--- config.mk ---
export PLATFORM = sky130hd
export DESIGN_NAME = epd_divider_out
export DESIGN_NICKNAME = d
export VERILOG_FILES = /design/src/design/epd_pkg.sv /design/src/design/epd_quad_gen.sv /design/src/design/epd_divider_out.sv
export VERILOG_INCLUDE_DIRS = /design/src /design/src/design
export SDC_FILE = /design/constraint.sdc
export NUM_CORES = 1
export LEC_CHECK = 0
export BUFFER_PORTS_ARGS = -buffer_cell sky130_fd_sc_hd__buf_4
export CORE_ASPECT_RATIO = 0.9
export CORE_MARGIN = 4
export CORE_UTILIZATION = 25
export DETAILED_ROUTE_END_ITERATION = 6
export GPL_TIMING_DRIVEN = 0
export MAX_ROUTING_LAYER = met4
export PLACE_DENSITY = 0.5
export SETUP_SLACK_MARGIN = 0.1
export SYNTH_ARGS = -nofsm -noshare
export SYNTH_HDL_FRONTEND = slang
export SYNTH_SLANG_ARGS = --single-unit
export TNS_END_PERCENT = 20
--- constraint.sdc ---
create_clock -name core_clk -period 6.8 [get_ports core_clk]
set_input_delay 1.02 -clock core_clk [delete_from_list [all_inputs] [get_ports core_clk]]
set_output_delay 1.02 -clock core_clk [all_outputs]
set_load 0.1 [all_outputs]
--- src/design/epd_defs.svh ---
// constants for the encoder pulse divider output block
`ifndef EPD_DEFS_SVH
`define EPD_DEFS_SVH

// register indices
`define EPD_REG_MODE      4'h0
`define EPD_REG_NUM       4'h1
`define EPD_REG_DEN       4'h2
`define EPD_REG_CFG       4'h3
`define EPD_REG_STATUS    4'h4

// reset values
`define EPD_MODE_RST      8'h01
`define EPD_NUM_RST       24'h00_2710
`define EPD_DEN_RST       24'h02_0000
`define EPD_CFG_RST       8'h0F

// mode field positions
`define EPD_SRC_LO        0
`define EPD_SRC_HI        1
`define EPD_PHASE_BIT     2
`define EPD_ZPOL_BIT      3

// source codes
`define EPD_SRC_MOTOR     2'h1
`define EPD_SRC_SECOND    2'h2
`define EPD_SRC_BYPASS    2'h3

// torque-limit output settings
`define EPD_TLIM_NORMAL   8'h0F
`define EPD_TLIM_INVERT   8'h10

// edges of one quadrature edge counted per revolution
`define EPD_EDGES_PER_REV 24'h02_0000

`endif

--- src/design/epd_pkg.sv ---
// types for the encoder pulse divider output block
package epd_pkg;

  typedef struct packed {
    logic a;
    logic b;
    logic z;
  } epd_quad_t;

  typedef struct packed {
    logic       wr;
    logic       rd;
    logic [3:0] addr;
    logic [31:0] wdata;
  } epd_bus_t;

  typedef enum logic [2:0] {
    EPD_ST_IDLE = 3'b001,
    EPD_ST_FWD  = 3'b010,
    EPD_ST_REV  = 3'b100
  } epd_step_t;

endpackage : epd_pkg

--- src/design/epd_quad_gen.sv ---
// quadrature state generator stepped by forward/reverse pulses
`timescale 1ns/1ps
module epd_quad_gen
  import epd_pkg::*;
(
  // clock and reset
  input  wire logic core_clk,
  input  wire logic rst,
  // step requests
  input  wire logic step_fwd,
  input  wire logic step_rev,
  input  wire logic b_leads,
  // outputs
  output logic      phase_a,
  output logic      phase_b
);

  logic [1:0] gray;
  logic [1:0] next_gray;
  epd_step_t  step;

  // ****************
  // next state
  // ****************
  always_comb begin
    step = EPD_ST_IDLE;
    if (step_fwd && !step_rev) begin
      step = EPD_ST_FWD;
    end else if (step_rev && !step_fwd) begin
      step = EPD_ST_REV;
    end
    next_gray = gray;
    case (step)
      EPD_ST_FWD: begin
        next_gray = {gray[0], ~gray[1]};
      end
      EPD_ST_REV: begin
        next_gray = {~gray[0], gray[1]};
      end
      default: begin
        next_gray = gray;
      end
    endcase
  end

  // ****************
  // registers
  // ****************
  always_ff @(posedge core_clk or posedge rst) begin
    if (rst) begin
      gray <= 2'h0;
    end else begin
      gray <= next_gray;
    end
  end

  // gray[0] leads gray[1] when stepping forward
  assign phase_a = b_leads ? gray[1] : gray[0];
  assign phase_b = b_leads ? gray[0] : gray[1];

endmodule : epd_quad_gen

--- src/design/epd_divider_out.sv ---
// encoder pulse divider output stage with torque-limited status output
//
// Design decisions made here: the strobed register port and the register offsets.
`timescale 1ns/1ps
`include "epd_defs.svh"

module epd_divider_out
  import epd_pkg::*;
(
  // clock and reset
  input  wire logic        core_clk,
  input  wire logic        rst,
  // register port
  input  wire logic [3:0]  reg_addr,
  input  wire logic [31:0] reg_wdata,
  input  wire logic        reg_wr,
  input  wire logic        reg_rd,
  output logic [31:0]      reg_rdata,
  // motor encoder edge events
  input  wire logic        mot_edge_fwd,
  input  wire logic        mot_edge_rev,
  input  wire logic        mot_index,
  // second encoder edge events
  input  wire logic        sec_edge_fwd,
  input  wire logic        sec_edge_rev,
  // external command pulse pair
  input  wire logic        cmd_pulse_a,
  input  wire logic        cmd_pulse_b,
  // torque limiter state
  input  wire logic        torque_limited_flag,
  // differential and open-collector outputs
  output logic             phase_a_diff_out,
  output logic             phase_a_diff_out_n,
  output logic             phase_b_diff_out,
  output logic             phase_b_diff_out_n,
  output logic             index_diff_out,
  output logic             index_diff_out_n,
  output logic             index_open_collector_out,
  // status contact, high means closed
  output logic             torque_limited_status_out
);

  // ****************
  // helper functions
  // ****************
  function automatic logic [24:0] acc_add(input logic [24:0] acc,
                                          input logic [23:0] inc);
    acc_add = acc + {1'b0, inc};
  endfunction : acc_add

  function automatic logic [31:0] rd_pad8(input logic [7:0] v);
    rd_pad8 = {24'h00_0000, v};
  endfunction : rd_pad8

  function automatic logic [31:0] rd_pad24(input logic [23:0] v);
    rd_pad24 = {8'h00, v};
  endfunction : rd_pad24

  // ****************
  // registers
  // ****************
  epd_bus_t    bus;
  logic [7:0]  divider_output_mode;
  logic [23:0] ratio_numerator_param;
  logic [23:0] ratio_denominator;
  logic [7:0]  tlim_setting;
  logic [7:0]  next_mode;
  logic [23:0] next_num;
  logic [23:0] next_den;
  logic [7:0]  next_tlim;
  logic [31:0] next_rdata;

  assign bus = '{wr: reg_wr, rd: reg_rd, addr: reg_addr, wdata: reg_wdata};

  always_comb begin
    next_mode = divider_output_mode;
    next_num  = ratio_numerator_param;
    next_den  = ratio_denominator;
    next_tlim = tlim_setting;
    if (bus.wr) begin
      case (bus.addr)
        `EPD_REG_MODE: begin
          next_mode = bus.wdata[7:0];
        end
        `EPD_REG_NUM: begin
          next_num = bus.wdata[23:0];
        end
        `EPD_REG_DEN: begin
          next_den = bus.wdata[23:0];
        end
        `EPD_REG_CFG: begin
          next_tlim = bus.wdata[7:0];
        end
        default: begin
          next_tlim = tlim_setting;
        end
      endcase
    end
  end

  // ****************
  // derived mode
  // ****************
  logic [1:0] src;
  logic       bypass;
  logic       b_leads;
  logic       zpol_fall;
  logic [23:0] inc;
  logic [23:0] modulus;
  logic        num_over;

  assign src       = divider_output_mode[`EPD_SRC_HI:`EPD_SRC_LO];
  assign bypass    = (src == `EPD_SRC_BYPASS);
  assign b_leads   = divider_output_mode[`EPD_PHASE_BIT];
  assign zpol_fall = divider_output_mode[`EPD_ZPOL_BIT];
  // numerator above denominator: emit numerator edges per revolution
  assign num_over = (ratio_numerator_param > ratio_denominator);
  assign inc      = ratio_numerator_param;
  assign modulus  = num_over ? `EPD_EDGES_PER_REV : ratio_denominator;

  // ****************
  // rate accumulator
  // ****************
  logic        in_fwd;
  logic        in_rev;
  logic [24:0] acc;
  logic [24:0] next_acc;
  logic        step_fwd;
  logic        step_rev;
  logic        next_step_fwd;
  logic        next_step_rev;
  logic [24:0] sum;

  always_comb begin
    in_fwd = 1'b0;
    in_rev = 1'b0;
    case (src)
      `EPD_SRC_MOTOR: begin
        in_fwd = mot_edge_fwd;
        in_rev = mot_edge_rev;
      end
      `EPD_SRC_SECOND: begin
        in_fwd = sec_edge_fwd;
        in_rev = sec_edge_rev;
      end
      default: begin
        in_fwd = 1'b0;
      end
    endcase
  end

  // each lone fwd or rev input edge adds num; each overflow past the modulus (den, or EPD_EDGES_PER_REV when num exceeds den) emits one output edge
  always_comb begin
    sum           = acc_add(acc, inc);
    next_acc      = acc;
    next_step_fwd = 1'b0;
    next_step_rev = 1'b0;
    if ((in_fwd ^ in_rev) && modulus != 24'h00_0000) begin
      if (sum >= {1'b0, modulus}) begin
        next_acc      = sum - {1'b0, modulus};
        next_step_fwd = in_fwd;
        next_step_rev = in_rev;
      end else begin
        next_acc = sum;
      end
    end
  end

  logic quad_a;
  logic quad_b;

  epd_quad_gen u_quad (
    .core_clk (core_clk),
    .rst      (rst),
    .step_fwd (step_fwd),
    .step_rev (step_rev),
    .b_leads  (b_leads),
    .phase_a  (quad_a),
    .phase_b  (quad_b)
  );

  // ****************
  // output selection
  // ****************
  epd_quad_t next_out;
  logic      next_tstat;

  always_comb begin
    if (bypass) begin
      next_out = '{a: cmd_pulse_a, b: cmd_pulse_b, z: 1'b0};
    end else begin
      next_out.a = quad_a;
      next_out.b = quad_b;
      next_out.z = (src == `EPD_SRC_MOTOR)
                   ? (mot_index ^ zpol_fall) : 1'b0;
    end
  end

  // ****************
  // status contact
  // ****************
  always_comb begin
    if (tlim_setting == `EPD_TLIM_INVERT) begin
      next_tstat = ~torque_limited_flag;
    end else if (tlim_setting == `EPD_TLIM_NORMAL) begin
      next_tstat = torque_limited_flag;
    end else begin
      next_tstat = 1'b0;
    end
  end

  // ****************
  // read data
  // ****************
  // status shows the a, b and index levels about to be registered on the pins, and the raw torque_limited_flag
  always_comb begin
    next_rdata = 32'h0000_0000;
    if (bus.rd) begin
      case (bus.addr)
        `EPD_REG_MODE:   next_rdata = rd_pad8(divider_output_mode);
        `EPD_REG_NUM:    next_rdata = rd_pad24(ratio_numerator_param);
        `EPD_REG_DEN:    next_rdata = rd_pad24(ratio_denominator);
        `EPD_REG_CFG:    next_rdata = rd_pad8(tlim_setting);
        `EPD_REG_STATUS: next_rdata = {28'h000_0000, next_out.z,
                                       next_out.b, next_out.a,
                                       torque_limited_flag};
        default:         next_rdata = 32'h0000_0000;
      endcase
    end
  end

  // ****************
  // setting registers
  // ****************
  always_ff @(posedge core_clk or posedge rst) begin
    if (rst) begin
      divider_output_mode   <= `EPD_MODE_RST;
      ratio_numerator_param <= `EPD_NUM_RST;
      ratio_denominator     <= `EPD_DEN_RST;
      tlim_setting          <= `EPD_CFG_RST;
    end else begin
      divider_output_mode   <= next_mode;
      ratio_numerator_param <= next_num;
      ratio_denominator     <= next_den;
      tlim_setting          <= next_tlim;
    end
  end

  // ****************
  // accumulator registers
  // ****************
  always_ff @(posedge core_clk or posedge rst) begin
    if (rst) begin
      acc      <= 25'h000_0000;
      step_fwd <= 1'b0;
      step_rev <= 1'b0;
    end else begin
      acc      <= next_acc;
      step_fwd <= next_step_fwd;
      step_rev <= next_step_rev;
    end
  end

  // ****************
  // output registers
  // ****************
  // complements are registered too so both legs switch on one edge
  always_ff @(posedge core_clk or posedge rst) begin
    if (rst) begin
      reg_rdata                 <= 32'h0000_0000;
      phase_a_diff_out          <= 1'b0;
      phase_a_diff_out_n        <= 1'b1;
      phase_b_diff_out          <= 1'b0;
      phase_b_diff_out_n        <= 1'b1;
      index_diff_out            <= 1'b0;
      index_diff_out_n          <= 1'b1;
      index_open_collector_out  <= 1'b0;
      torque_limited_status_out <= 1'b0;
    end else begin
      reg_rdata                 <= next_rdata;
      phase_a_diff_out          <= next_out.a;
      phase_a_diff_out_n        <= ~next_out.a;
      phase_b_diff_out          <= next_out.b;
      phase_b_diff_out_n        <= ~next_out.b;
      index_diff_out            <= next_out.z;
      index_diff_out_n          <= ~next_out.z;
      index_open_collector_out  <= next_out.z;
      torque_limited_status_out <= next_tstat;
    end
  end

endmodule : epd_divider_out

Word level (Yosys, flattened, before mapping) --
Cells that the tools add are included.
Word-level totals: memory bits (read-only) 0, memories 0, register bits 132, RAM bits 0, bits of input ports 48, word-level logic and storage cells 70, latch bits 0, output and inout port bits 40
Cells by class: eq/ne operators 11, add/sub/neg operators 2, reductions and logical operators 12, mux-type cells 19, divide/modulo/power cells 0, order comparisons 2, shift-type cells 0, $mul 0, bitwise gates (word level) 8
Operators with widths (count):
- 24-bit case mux with 5 select lines | 1
- 24-bit 2-to-1 mux | 2
- 25-bit by 24-bit adder with 25-bit output | 1
- 25-bit by 24-bit >= comparator with 1-bit output | 1
- 25-bit 2-to-1 mux | 1
- 25-bit by 24-bit subtractor with 25-bit output | 1
- 24-bit greater-than comparator | 1
- 24-bit nonzero test | 1
- 1-bit 2-to-1 mux | 9
- 3-bit 2-to-1 mux | 3
- 4-bit by 2-bit == test with 1-bit output, second input constant | 2
- 8-bit by 4-bit == test with 1-bit output, second input constant | 1
- 8-bit by 5-bit == test with 1-bit output, second input constant | 1
- 2-bit AND reduction | 4
- 1-bit inverter | 6
- 2-bit == test, second input constant | 2
- 4-bit by 1-bit == test with 1-bit output, second input constant | 1
- 4-bit by 3-bit == test with 1-bit output, second input constant | 1
- 4-bit logical NOT | 1
- 1-bit case mux with 2 select lines | 2
- 2-bit case mux with 2 select lines | 1
- 3-bit by 2-bit == test with 1-bit output, second input constant | 1
- 3-bit == test, second input constant | 1
- 1-bit logical AND | 3
- 4 further kinds | 6

Depth between registers and ports, before layout --
Gate-level depths: netlist of the first run.
depth in word-level cells 6, gate-level depth with buffers 22, depth with buffers taken out 19

Modules after synthesis --
Synthesis of the first run repeated with hierarchy kept, for this count alone.
Unflattened totals: cell total of the unflattened synthesis 851, area, all modules 8343.0 um2
Modules (own cells, without submodules):
- epd_divider_out | times used 1, cells each 838, sequential area each 3070.4 um2, area each 8215.4 um2
- epd_quad_gen | times used 1, cells each 13, sequential area each 50.0 um2, area each 127.6 um2

Worst setup path before layout of the first run --
OpenSTA, ideal clock, no wires.
path type reg-to-reg, start register ratio_denominator[17], end register acc[21], stages on the path, launching flop included 22, path buffers 4, slack 2315 ps, period minus slack after synthesis 4485 ps, setup time 121 ps, data arrival time 4364 ps, required time 6679 ps, cell sequence dfstp_2 inv_1 ha_1 a21o_1 a21o_1 a21oi_1 o21ai_0 o21bai_1 clkbuf_1 nand2_1 ha_1 buf_6 and3_4 a22o_1 a211o_1 a221o_1 o211ai_2 and3b_1 buf_4 buf_6 nand4_1 a22o_1
Between the ends: cells in the longest elaborated chain, start to end 4, elaborated cells on any way between the ends 7, those cells by class add/sub: 1; order compare: 2; mux: 2; reduce/logical: 2
RTL lines:
- start, declared | RTL line epd_divider_out.sv:65 | logic [23:0] ratio_denominator;
- start signal, assigned | RTL line epd_divider_out.sv:239 | ratio_denominator <= `EPD_DEN_RST;
- start signal, assigned | RTL line epd_divider_out.sv:244 | ratio_denominator <= next_den;
- 24-bit greater-than comparator | RTL line epd_divider_out.sv:117 | assign num_over = (ratio_numerator_param > ratio_denominator);
- 24-bit 2-to-1 mux (*) | RTL line epd_divider_out.sv:119 | assign modulus = num_over ? `EPD_EDGES_PER_REV : ratio_denominator;
- 25-bit by 24-bit subtractor with 25-bit output (tied with other cells) | RTL line epd_divider_out.sv:160 | next_acc = sum - {1'b0, modulus};
- 25-bit 2-to-1 mux or 1-bit logical AND (tied branches) | RTL line epd_divider_out.sv:159, epd_divider_out.sv:158
- end signal, assigned | RTL line epd_divider_out.sv:258 | acc <= next_acc;
- end, declared | RTL line epd_divider_out.sv:126 | logic [24:0] acc;
Every way passes the cells marked *; elsewhere a longest branch is shown, timed or not. A chain may end at the register's enable or synchronous reset.

Final worst setup path of the first run --
start register ratio_denominator[17], end register acc[12]
The elaborated chain is that of the path after synthesis.

==> flow_metrics.tcl, run 1 <==
set metrics [dict create \
    period_needed_ns 5.86 \
    status "completed" \
    cp-end-kind "register" \
    crit_type "reg2reg" \
    ys_warn_count 0 \
    sequential_cell_area_sq_um 3120 \
    io_pins 88 \
    crit_fanout 10 \
    slew_headroom 0.356 \
    synthCells 928 \
    ys_ff_latch 124 \
    layout_worst_path_cycle_share 0.862 \
    synth_most_common_cell "dfrtp_1" \
    firstDrtPassIters 4 \
    yosys.area.top_type "dfrtp_1" \
    fmax_mhz 171 \
    async_flop_share 1.00 \
    die_x_microns 204 \
    ctsResizeCount 0 \
    clk_pin_slew_worst_paths_ns 0.06 \
    fillers 3650 \
    start_kind "register" \
    dieArea_sq_um 37800 \
    yosysSeqAreaShare 0.359 \
    nets 1151 \
    synthDistinctLibCells 78 \
    wl_per_cell_microns 17.3 \
    drive_gt1_frac 0.212 \
    drc_errors 0 \
    grt_usage 0.141 \
    rsz0062_at_grt "no" \
    vias_per_cell 4.86 \
    grt_max_degree 66 \
    synth_edf_count 0 \
    vias 7291 \
    htree_levels 4 \
    hold_class "reg2reg" \
    synthTopCellsByArea "dfrtp_1 (32%), ha_1 (11%), mux2_2 (8.4%)" \
    cp_data_required_time_ns 7.07 \
    hold_buffers 0 \
    skew_ns 0.0168 \
    hpwl_mm 20.4 \
    antenna_found_initial 0 \
    synth_area_sq_um 8680 \
    ff2ff_path_depth 20 \
    avgSynthCellArea_sq_um 9.36 \
    tightestPinTransition_ns 0.953 \
    cts_root_buf "clkbuf_16" \
    final-setup-viol-count 0 \
    grt_pass1_vias 7360 \
    multi_input_area_sq_um 5150 \
    numCtsBuffers 17 \
    areaGrowthSynthToFinish_pct 20.5 \
    portBuffers 70 \
    ys.flop_type "dfrtp_1" \
    worstSkewPairLatency_ns 0.43 \
    synthDominantCellAreaShare 0.317 \
    post-cts-setup-buffers 0 \
    die_h_microns 185 \
    maxCapViolCount 0 \
    hold_depth 1 \
    initial_core_util 0.255 \
    clockBufferDepth 2 \
    grt_pass1_wl_mm 40.6 \
    final-hold-violation-count 0 \
    dpl_cell_area_sq_um 9850 \
    drt_iter0_drc 443 \
    yosys-top-cells-count "dfrtp_1 (110), nand2_1 (92), ha_1 (76)" \
    gp_congestion 0.873 \
    ant_nets 0 \
    clkSinkCount 124 \
    finalSetupTns_ns 0 \
    routed_wl_mm 25.9 \
    cts_tree "built" \
    globalRouteOverflowTotal 0 \
    slew_violations 0 \
    std_cell_rows 64 \
    coreArea_sq_um 34100 \
    cp.arrival_ns 6.14 \
    fin_area_sq_um 10500 \
    n_antenna_cell 0 \
]
-- state kept, by name, indices dropped and copies added, names as in the netlist, 2 cells and up --
register             flops
inc                     24
ratio_denominator       24
tlim_setting             8
u_quad.gray              2
reg_rdata               24
acc                     25
divider_output_mode      8
-- area by class of cell --
type                            count  share of cell area
Inverter                           51              0.0188
Tap cell                          462              0.0552
Buffer                             45              0.0234
Clock buffer                       20              0.0436
Sequential cell                   124               0.298
Timing Repair Buffer               71              0.0528
Clock inverter                     12              0.0155
Multi-Input combinational cell    715               0.492
-- logic make-up (layout without fill, tap and decap cells) --
| group | count (synthesis) | count (layout) | share of synthesized area |
|---|---|---|---|
| AND/OR/NAND/NOR | 276 | 276 | 0.154 |
| AO/OA/AOI/OAI | 239 | 239 | 0.183 |
| flip-flops | 124 | 124 | 0.359 |
| buffers and inverters | 96 | 199 | 0.0503 |
| multiplexers | 80 | 80 | 0.105 |
| adder cells (fa/ha/maj) | 78 | 78 | 0.114 |
| XOR/XNOR | 34 | 34 | 0.0343 |
| other | 1 | 8 | 0.000432 |
-- worst max-delay path: stages, from the launching register on --
cell	delay, ns
dfstp_2	0.58
inv_1	0.07
ha_1	0.32
a21o_1	0.16
a21o_1	0.16
a21oi_1	0.19
o21ai_0	0.16
o21bai_1	0.57
clkbuf_1	0.52
nand2_1	0.23
ha_1	0.40
a211oi_2	0.25
o21bai_1	0.17
or2_2	0.35
a221o_1	0.42
o211ai_2	0.21
nand3b_1	0.22
buf_2	0.29
buf_2	0.23
nand2_1	0.10
a31oi_1	0.10
-- final timing paths --
path / startpoint / endpoint / slack (ns)
max: ratio_denominator[17] / acc[12] / 0.94
min in group asynchronous: rst / reg_rdata[11] / 0.65
min: tlim_setting[6] / torque_limited_status_out / 0.47
max in group asynchronous: rst / ratio_denominator[17] / 5.40
max reg2reg: ratio_denominator[17] / acc[12] / 0.94
min reg2reg: tlim_setting[6] / torque_limited_status_out / 0.47
-- layer usage --
layer / share of wire / global-route usage / vias up / routed length [microns]
met5: 0 / - / - / 0
met4: 0.018 / 0.0397 / 0 / 456
met3: 0.034 / 0.0170 / 29 / 891
met2: 0.45 / 0.219 / 150 / 11700
met1: 0.50 / 0.194 / 3542 / 12900
li1: - / - / 3570 / -
-- metrics by stage --
step / hold slack [ns] / setup WS [ns] / std cells / util
CTS: 0.470 / 0.905 / 1500 / 0.307
detailed placement: 0.461 / 0.923 / 1468 / 0.289
global placement: 0.477 / 0.803 / 1467 / 0.288
floorplan: 0.421 / 2.32 / 935 / -
global route: 0.486 / 0.587 / 1500 / 0.307
finish: 0.475 / 0.935 / 1500 / 0.307
-- cell usage in the layout (no fill, tap or decap), types with 14 or more instances in the layout --
cell type	instances
clkbuf_16	17
nor2_1	67
nand3_1	23
dfstp_2	14
clkbuf_1	25
ha_1	76
xnor2_1	22
inv_1	49
mux2_2	65
a21oi_1	61
a21o_1	17
dfrtp_1	110
o21ai_0	35
a22oi_1	23
a31oi_1	21
nand2_1	92
buf_4	80
Power of run 1 is left out: the tool's default activity adds up to more than one toggle a clock period on the data nets, which glitch-free logic cannot reach.
==> inputs of run 2 (changes only) <==
Settings changed: GPL_ROUTABILITY_DRIVEN set to 0, PLACE_DENSITY 0.5 to 0.51, SYNTH_HIERARCHICAL set to 1.
==> run 2 against run 1 <==
Net effect:
- first-iteration DRC count shrank 2.5%
- fmax grew 3.6%
- worst hold slack worse by 0.033 ns
- global-route usage is 0.15 points lower
- die area is 3.8% lower
- sequential share of layout area is 1.2 points higher
- flip-flop and latch count did not move
- worst setup slack gained 0.20 ns
- final cell count decreased by 7.7%
- clock-buffer cell count fell by 1
- register-to-register slack improved by 0.20 ns
==> flow_metrics.tcl, run 2 <==
set metrics [dict create \
    coreArea_sq_um 32900 \
    layout_commonest_cell "dfrtp_1" \
    slew_headroom 0.188 \
    slew_violations 0 \
    drt_iter0_drc 432 \
    pre_cts_ws_ns 1.15 \
    portBuffers 71 \
    drc_errors 0 \
    grt_use_met1 0.182 \
    vias_per_cell 4.86 \
    ys_ff_latch 124 \
    use_met2 0.222 \
    synth_most_common_cell "dfrtp_1" \
    crit_fanout 10 \
    fin_util 0.306 \
    cp-end-kind "register" \
    fmax_mhz 177 \
    cp.arrival_ns 5.96 \
    grt_pass1_vias 6791 \
    synthCells 851 \
    grt_pass1_wl_mm 38.9 \
    status "completed" \
    yosysSeqAreaShare 0.374 \
    critPathSlowestCell "clkbuf_1" \
    cp_cell_sequence "inv_1 > ha_1 > nand4_1 > nor3_1 > nand4_1 > o2bb2ai_1 > clkbuf_1 > nand2_1 > ha_1 > and3_4 > nand2_1 > nor2_1 > a211o_1 > o31ai_4 > o31ai_2 > a21oi_2 > buf_6 > buf_12 > mux2i_1 > a21oi_1" \
    use_met3 0.0293 \
    hold_class "reg2reg" \
    largest_reg_flops 25 \
    hpwl_mm 18.7 \
    io_pins 88 \
    synthDominantCellAreaShare 0.330 \
    final-hold-violation-count 0 \
    synth_area_sq_um 8340 \
    synthTopCellsByArea "dfrtp_1 (33%), ha_1 (11%), mux2_2 (9.3%)" \
    top_register "acc" \
    ctsResizeCount 0 \
    initial_core_util 0.253 \
    ys_warn_count 6 \
    wl_per_cell_microns 17.6 \
    clk_pin_slew_worst_paths_ns 0.07 \
    yosys.area.top_type "dfrtp_1" \
    die_h_microns 181 \
    synthDistinctLibCells 69 \
    async_flop_share 1.00 \
    avgSynthCellArea_sq_um 9.80 \
    skew_ns 0.0137 \
    globalRouteOverflowTotal 0 \
    cts_root_buf "clkbuf_16" \
    htree_levels 4 \
    period_needed_ns 5.66 \
    busiest_layer "met2" \
    most-common-layout-cells "dfrtp_1 (110), buf_4 (81), ha_1 (76)" \
    worstSkewPairLatency_ns 0.43 \
    start_kind "register" \
    routed_wl_mm 24.3 \
    clkSinkCount 124 \
    firstDrtPassIters 5 \
    ys.flop_type "dfrtp_1" \
    synth_edf_count 0 \
    rsz0062_at_grt "no" \
    final-setup-viol-count 0 \
    clockBufferDepth 2 \
    crit_type "reg2reg" \
    areaGrowthSynthToFinish_pct 20.7 \
    cp_data_required_time_ns 7.10 \
    drive_gt1_frac 0.230 \
    tightestPinTransition_ns 1.20 \
    ant_nets 0 \
    grt_max_degree 81 \
    numCtsBuffers 17 \
    fillers 3409 \
    die_x_microns 201 \
    maxCapViolCount 0 \
    std_cell_rows 63 \
    finalSetupTns_ns 0 \
    critPathBufInv 4 \
    grt_usage 0.139 \
    vias 6727 \
    cts_tree "built" \
    cpPeakStageDelay_ns 0.52 \
    yosys-top-cells-count "dfrtp_1 (110), ha_1 (76), a21oi_1 (71)" \
    setup_slack_ns 1.14 \
    n_antenna_cell 0 \
    cp_top_family "compound AO/OA/AOI/OAI gates" \
    dieArea_sq_um 36400 \
    nets 1075 \
    post-cts-setup-buffers 0 \
    hold_buffers 0 \
    antenna_found_initial 0 \
    layout_worst_path_cycle_share 0.832 \
]
run 2: through the flow:
step / instance area [sq um] / cells / hold slack [ns]
floorplan: 8370 / 858 / 0.421
global placement: 9430 / 1351 / 0.457
detailed placement: 9460 / 1352 / 0.451
CTS: 10100 / 1384 / 0.449
global route: 10100 / 1384 / 0.465
finish: 10100 / 1384 / 0.442
run 2: routing by layer:
| layer | up-vias | routed length, microns |
|---|---|---|
| li1 | 3267 | - |
| met1 | 3304 | 11700 |
| met2 | 125 | 11400 |
| met3 | 31 | 897 |
| met4 | 0 | 405 |
| met5 | - | 0 |
run 2: cell type report:
class	instances	area, sq um	area share
multi-input combinational	652	4870	0.484
sequential	124	3120	0.310
timing repair buffer	72	561	0.0556
tap	422	528	0.0524
clock buffer	19	443	0.0440
buffer	35	198	0.0196
inverter	47	181	0.0180
clock inverter	13	168	0.0166
run 2: cell families (layout without fill, tap and decap cells):
kind of cell | after synthesis | count (layout) | synth area share
multiplexers | 95 | 95 | 0.128
AND/OR/NAND/NOR | 225 | 225 | 0.128
XOR/XNOR | 43 | 43 | 0.0451
flip-flops | 124 | 124 | 0.374
AO/OA/AOI/OAI | 203 | 203 | 0.161
other | 1 | 8 | 0.000449
buffers and inverters | 82 | 186 | 0.0448
adder cells (fa/ha/maj) | 78 | 78 | 0.119
run 2: final timing paths:
path / start / to / slack (ns) / cells after the start
max: ratio_denominator[22] / acc[14] / 1.14 / 20
min: tlim_setting[7] / torque_limited_status_out / 0.44 / 1
max reg2reg: ratio_denominator[22] / acc[14] / 1.14 / 20
min reg2reg: tlim_setting[7] / torque_limited_status_out / 0.44 / 1
max in group asynchronous: rst / tlim_setting[0] / 5.43 / 3
min in group asynchronous: rst / u_quad/gray[0] / 0.48 / 2
Power of run 2 is left out for the same reason.
==> inputs of run 3 (changes only) <==
Clock period 6.8 ns to 5.9 ns, I/O delays scaled along.
==> run 3 against run 2 <==
Net effect:
- clock-buffer cell count is the same
- clock skew about the same
- fmax grew 3.9%
- first-iteration DRC count decreased by 0.46%
- worst setup slack worse by 0.68 ns
- worst hold slack worse by 0.10 ns
- critical endpoint unchanged
==> flow_metrics.tcl, run 3 (same netlist as run 2, synthesis figures left out) <==
set metrics [dict create \
    clkSinkCount 124 \
    htree_levels 4 \
    std_cell_rows 63 \
    drc_errors 0 \
    most-common-layout-cells "dfrtp_1 (110), buf_4 (81), ha_1 (76)" \
    fmax_mhz 184 \
    final-setup-viol-count 0 \
    final-hold-violation-count 0 \
    die_h_microns 181 \
    portBuffers 71 \
    cp.arrival_ns 5.74 \
    io_pins 88 \
    worstSkewPairLatency_ns 0.43 \
    areaGrowthSynthToFinish_pct 20.8 \
    cp_cell_sequence "inv_1 > ha_1 > nand4_1 > nor3_1 > nand4_1 > o2bb2ai_1 > clkbuf_2 > nand2_1 > ha_1 > and3_4 > nand2_1 > nor2_1 > a211o_1 > o31ai_4 > o31ai_2 > a21oi_2 > buf_6 > buf_12 > mux2i_1 > a21oi_1" \
    drive_gt1_frac 0.232 \
    busiest_layer "met2" \
    globalRouteOverflowTotal 0 \
    layout_commonest_cell "dfrtp_1" \
    cts_root_buf "clkbuf_16" \
    slew_violations 0 \
    rsz0062_at_grt "no" \
    ant_nets 0 \
    period_needed_ns 5.45 \
    routed_wl_mm 24.3 \
    antenna_found_initial 0 \
    grt_use_met1 0.182 \
    drt_iter0_drc 430 \
    tightestPinTransition_ns 1.20 \
    cp-end-kind "register" \
    vias 6720 \
    crit_type "reg2reg" \
    cts_tree "built" \
    hold_buffers 0 \
    maxCapViolCount 0 \
    initial_core_util 0.253 \
    clk_pin_slew_worst_paths_ns 0.06 \
    grt_max_degree 81 \
    numCtsBuffers 17 \
    firstDrtPassIters 5 \
    hpwl_mm 18.7 \
    top_register "acc" \
    start_kind "register" \
    largest_reg_flops 25 \
    fin_area_sq_um 10100 \
    critPathSlowestCell "nor3_1" \
    dieArea_sq_um 36400 \
    grt_usage 0.139 \
    skew_ns 0.0140 \
    use_met3 0.0293 \
    dpl_cell_area_sq_um 9460 \
    layout_worst_path_cycle_share 0.923 \
    grt_pass1_vias 6791 \
    coreArea_sq_um 32900 \
    vias_per_cell 4.86 \
    grt_pass1_wl_mm 38.9 \
    finalSetupTns_ns 0 \
    cpPeakStageDelay_ns 0.51 \
    cp_data_required_time_ns 6.20 \
    clockBufferDepth 2 \
    nets 1075 \
    wl_per_cell_microns 17.6 \
    status "completed" \
    hold_class "in2async" \
    use_met2 0.222 \
    crit_fanout 10 \
    n_antenna_cell 0 \
    slew_headroom 0.188 \
    die_x_microns 201 \
]
-- run 3: repair_timing --
| item | 4_1_cts | 5_1_grt |
|---|---|---|
| resized for setup | 0 | 4 |
| setup buffers | 0 | 0 |
| setup endpoints to repair | 0 | 11 |
-- run 3: final cells by class --
cell class	count	area, sq um
Fill cell	3409	22900
Multi-Input combinational cell	652	4870
Sequential cell	124	3120
Timing Repair Buffer	72	561
Tap cell	422	528
Clock buffer	19	443
Buffer	35	200
Inverter	47	181
Clock inverter	13	168
-- run 3: worst max-delay path: cells and delay by family, from the launching register on --
kind,cells,cell delay [ns]
buf+inv,4,0.83
flops,1,0.44
compound gates,6,1.73
simple gates,7,1.38
mux,1,0.23
fa+ha+maj,2,0.68
-- run 3: final timing paths --
check	from	end	slack [ns]	cells past startpoint
max	ratio_denominator[22]	acc[14]	0.45	20
min	rst	u_quad/gray[0]	0.34	2
max reg2reg	ratio_denominator[22]	acc[14]	0.45	20
min reg2reg	tlim_setting[7]	torque_limited_status_out	0.44	1
max in group asynchronous	rst	tlim_setting[0]	4.66	3
min in group core_clk	tlim_setting[7]	torque_limited_status_out	0.44	1
-- run 3: layer usage --
metal,wire length [microns],vias to the layer above
met4,400,0
met2,11400,122
met3,884,31
met5,0,-
met1,11700,3301
li1,-,3266
-- run 3: stage by stage --
| stage | setup WS (ns) | cells | utilization | hold WS (ns) |
|---|---|---|---|---|
| floorplan | 1.47 | 858 | - | 0.421 |
| global placement | 0.0429 | 1351 | 0.286 | 0.457 |
| detailed placement | 0.245 | 1352 | 0.287 | 0.451 |
| CTS | 0.223 | 1384 | 0.306 | 0.324 |
| global route | 0.219 | 1384 | 0.306 | 0.330 |
| finish | 0.455 | 1384 | 0.306 | 0.342 |
Power of run 3 is left out for the same reason.
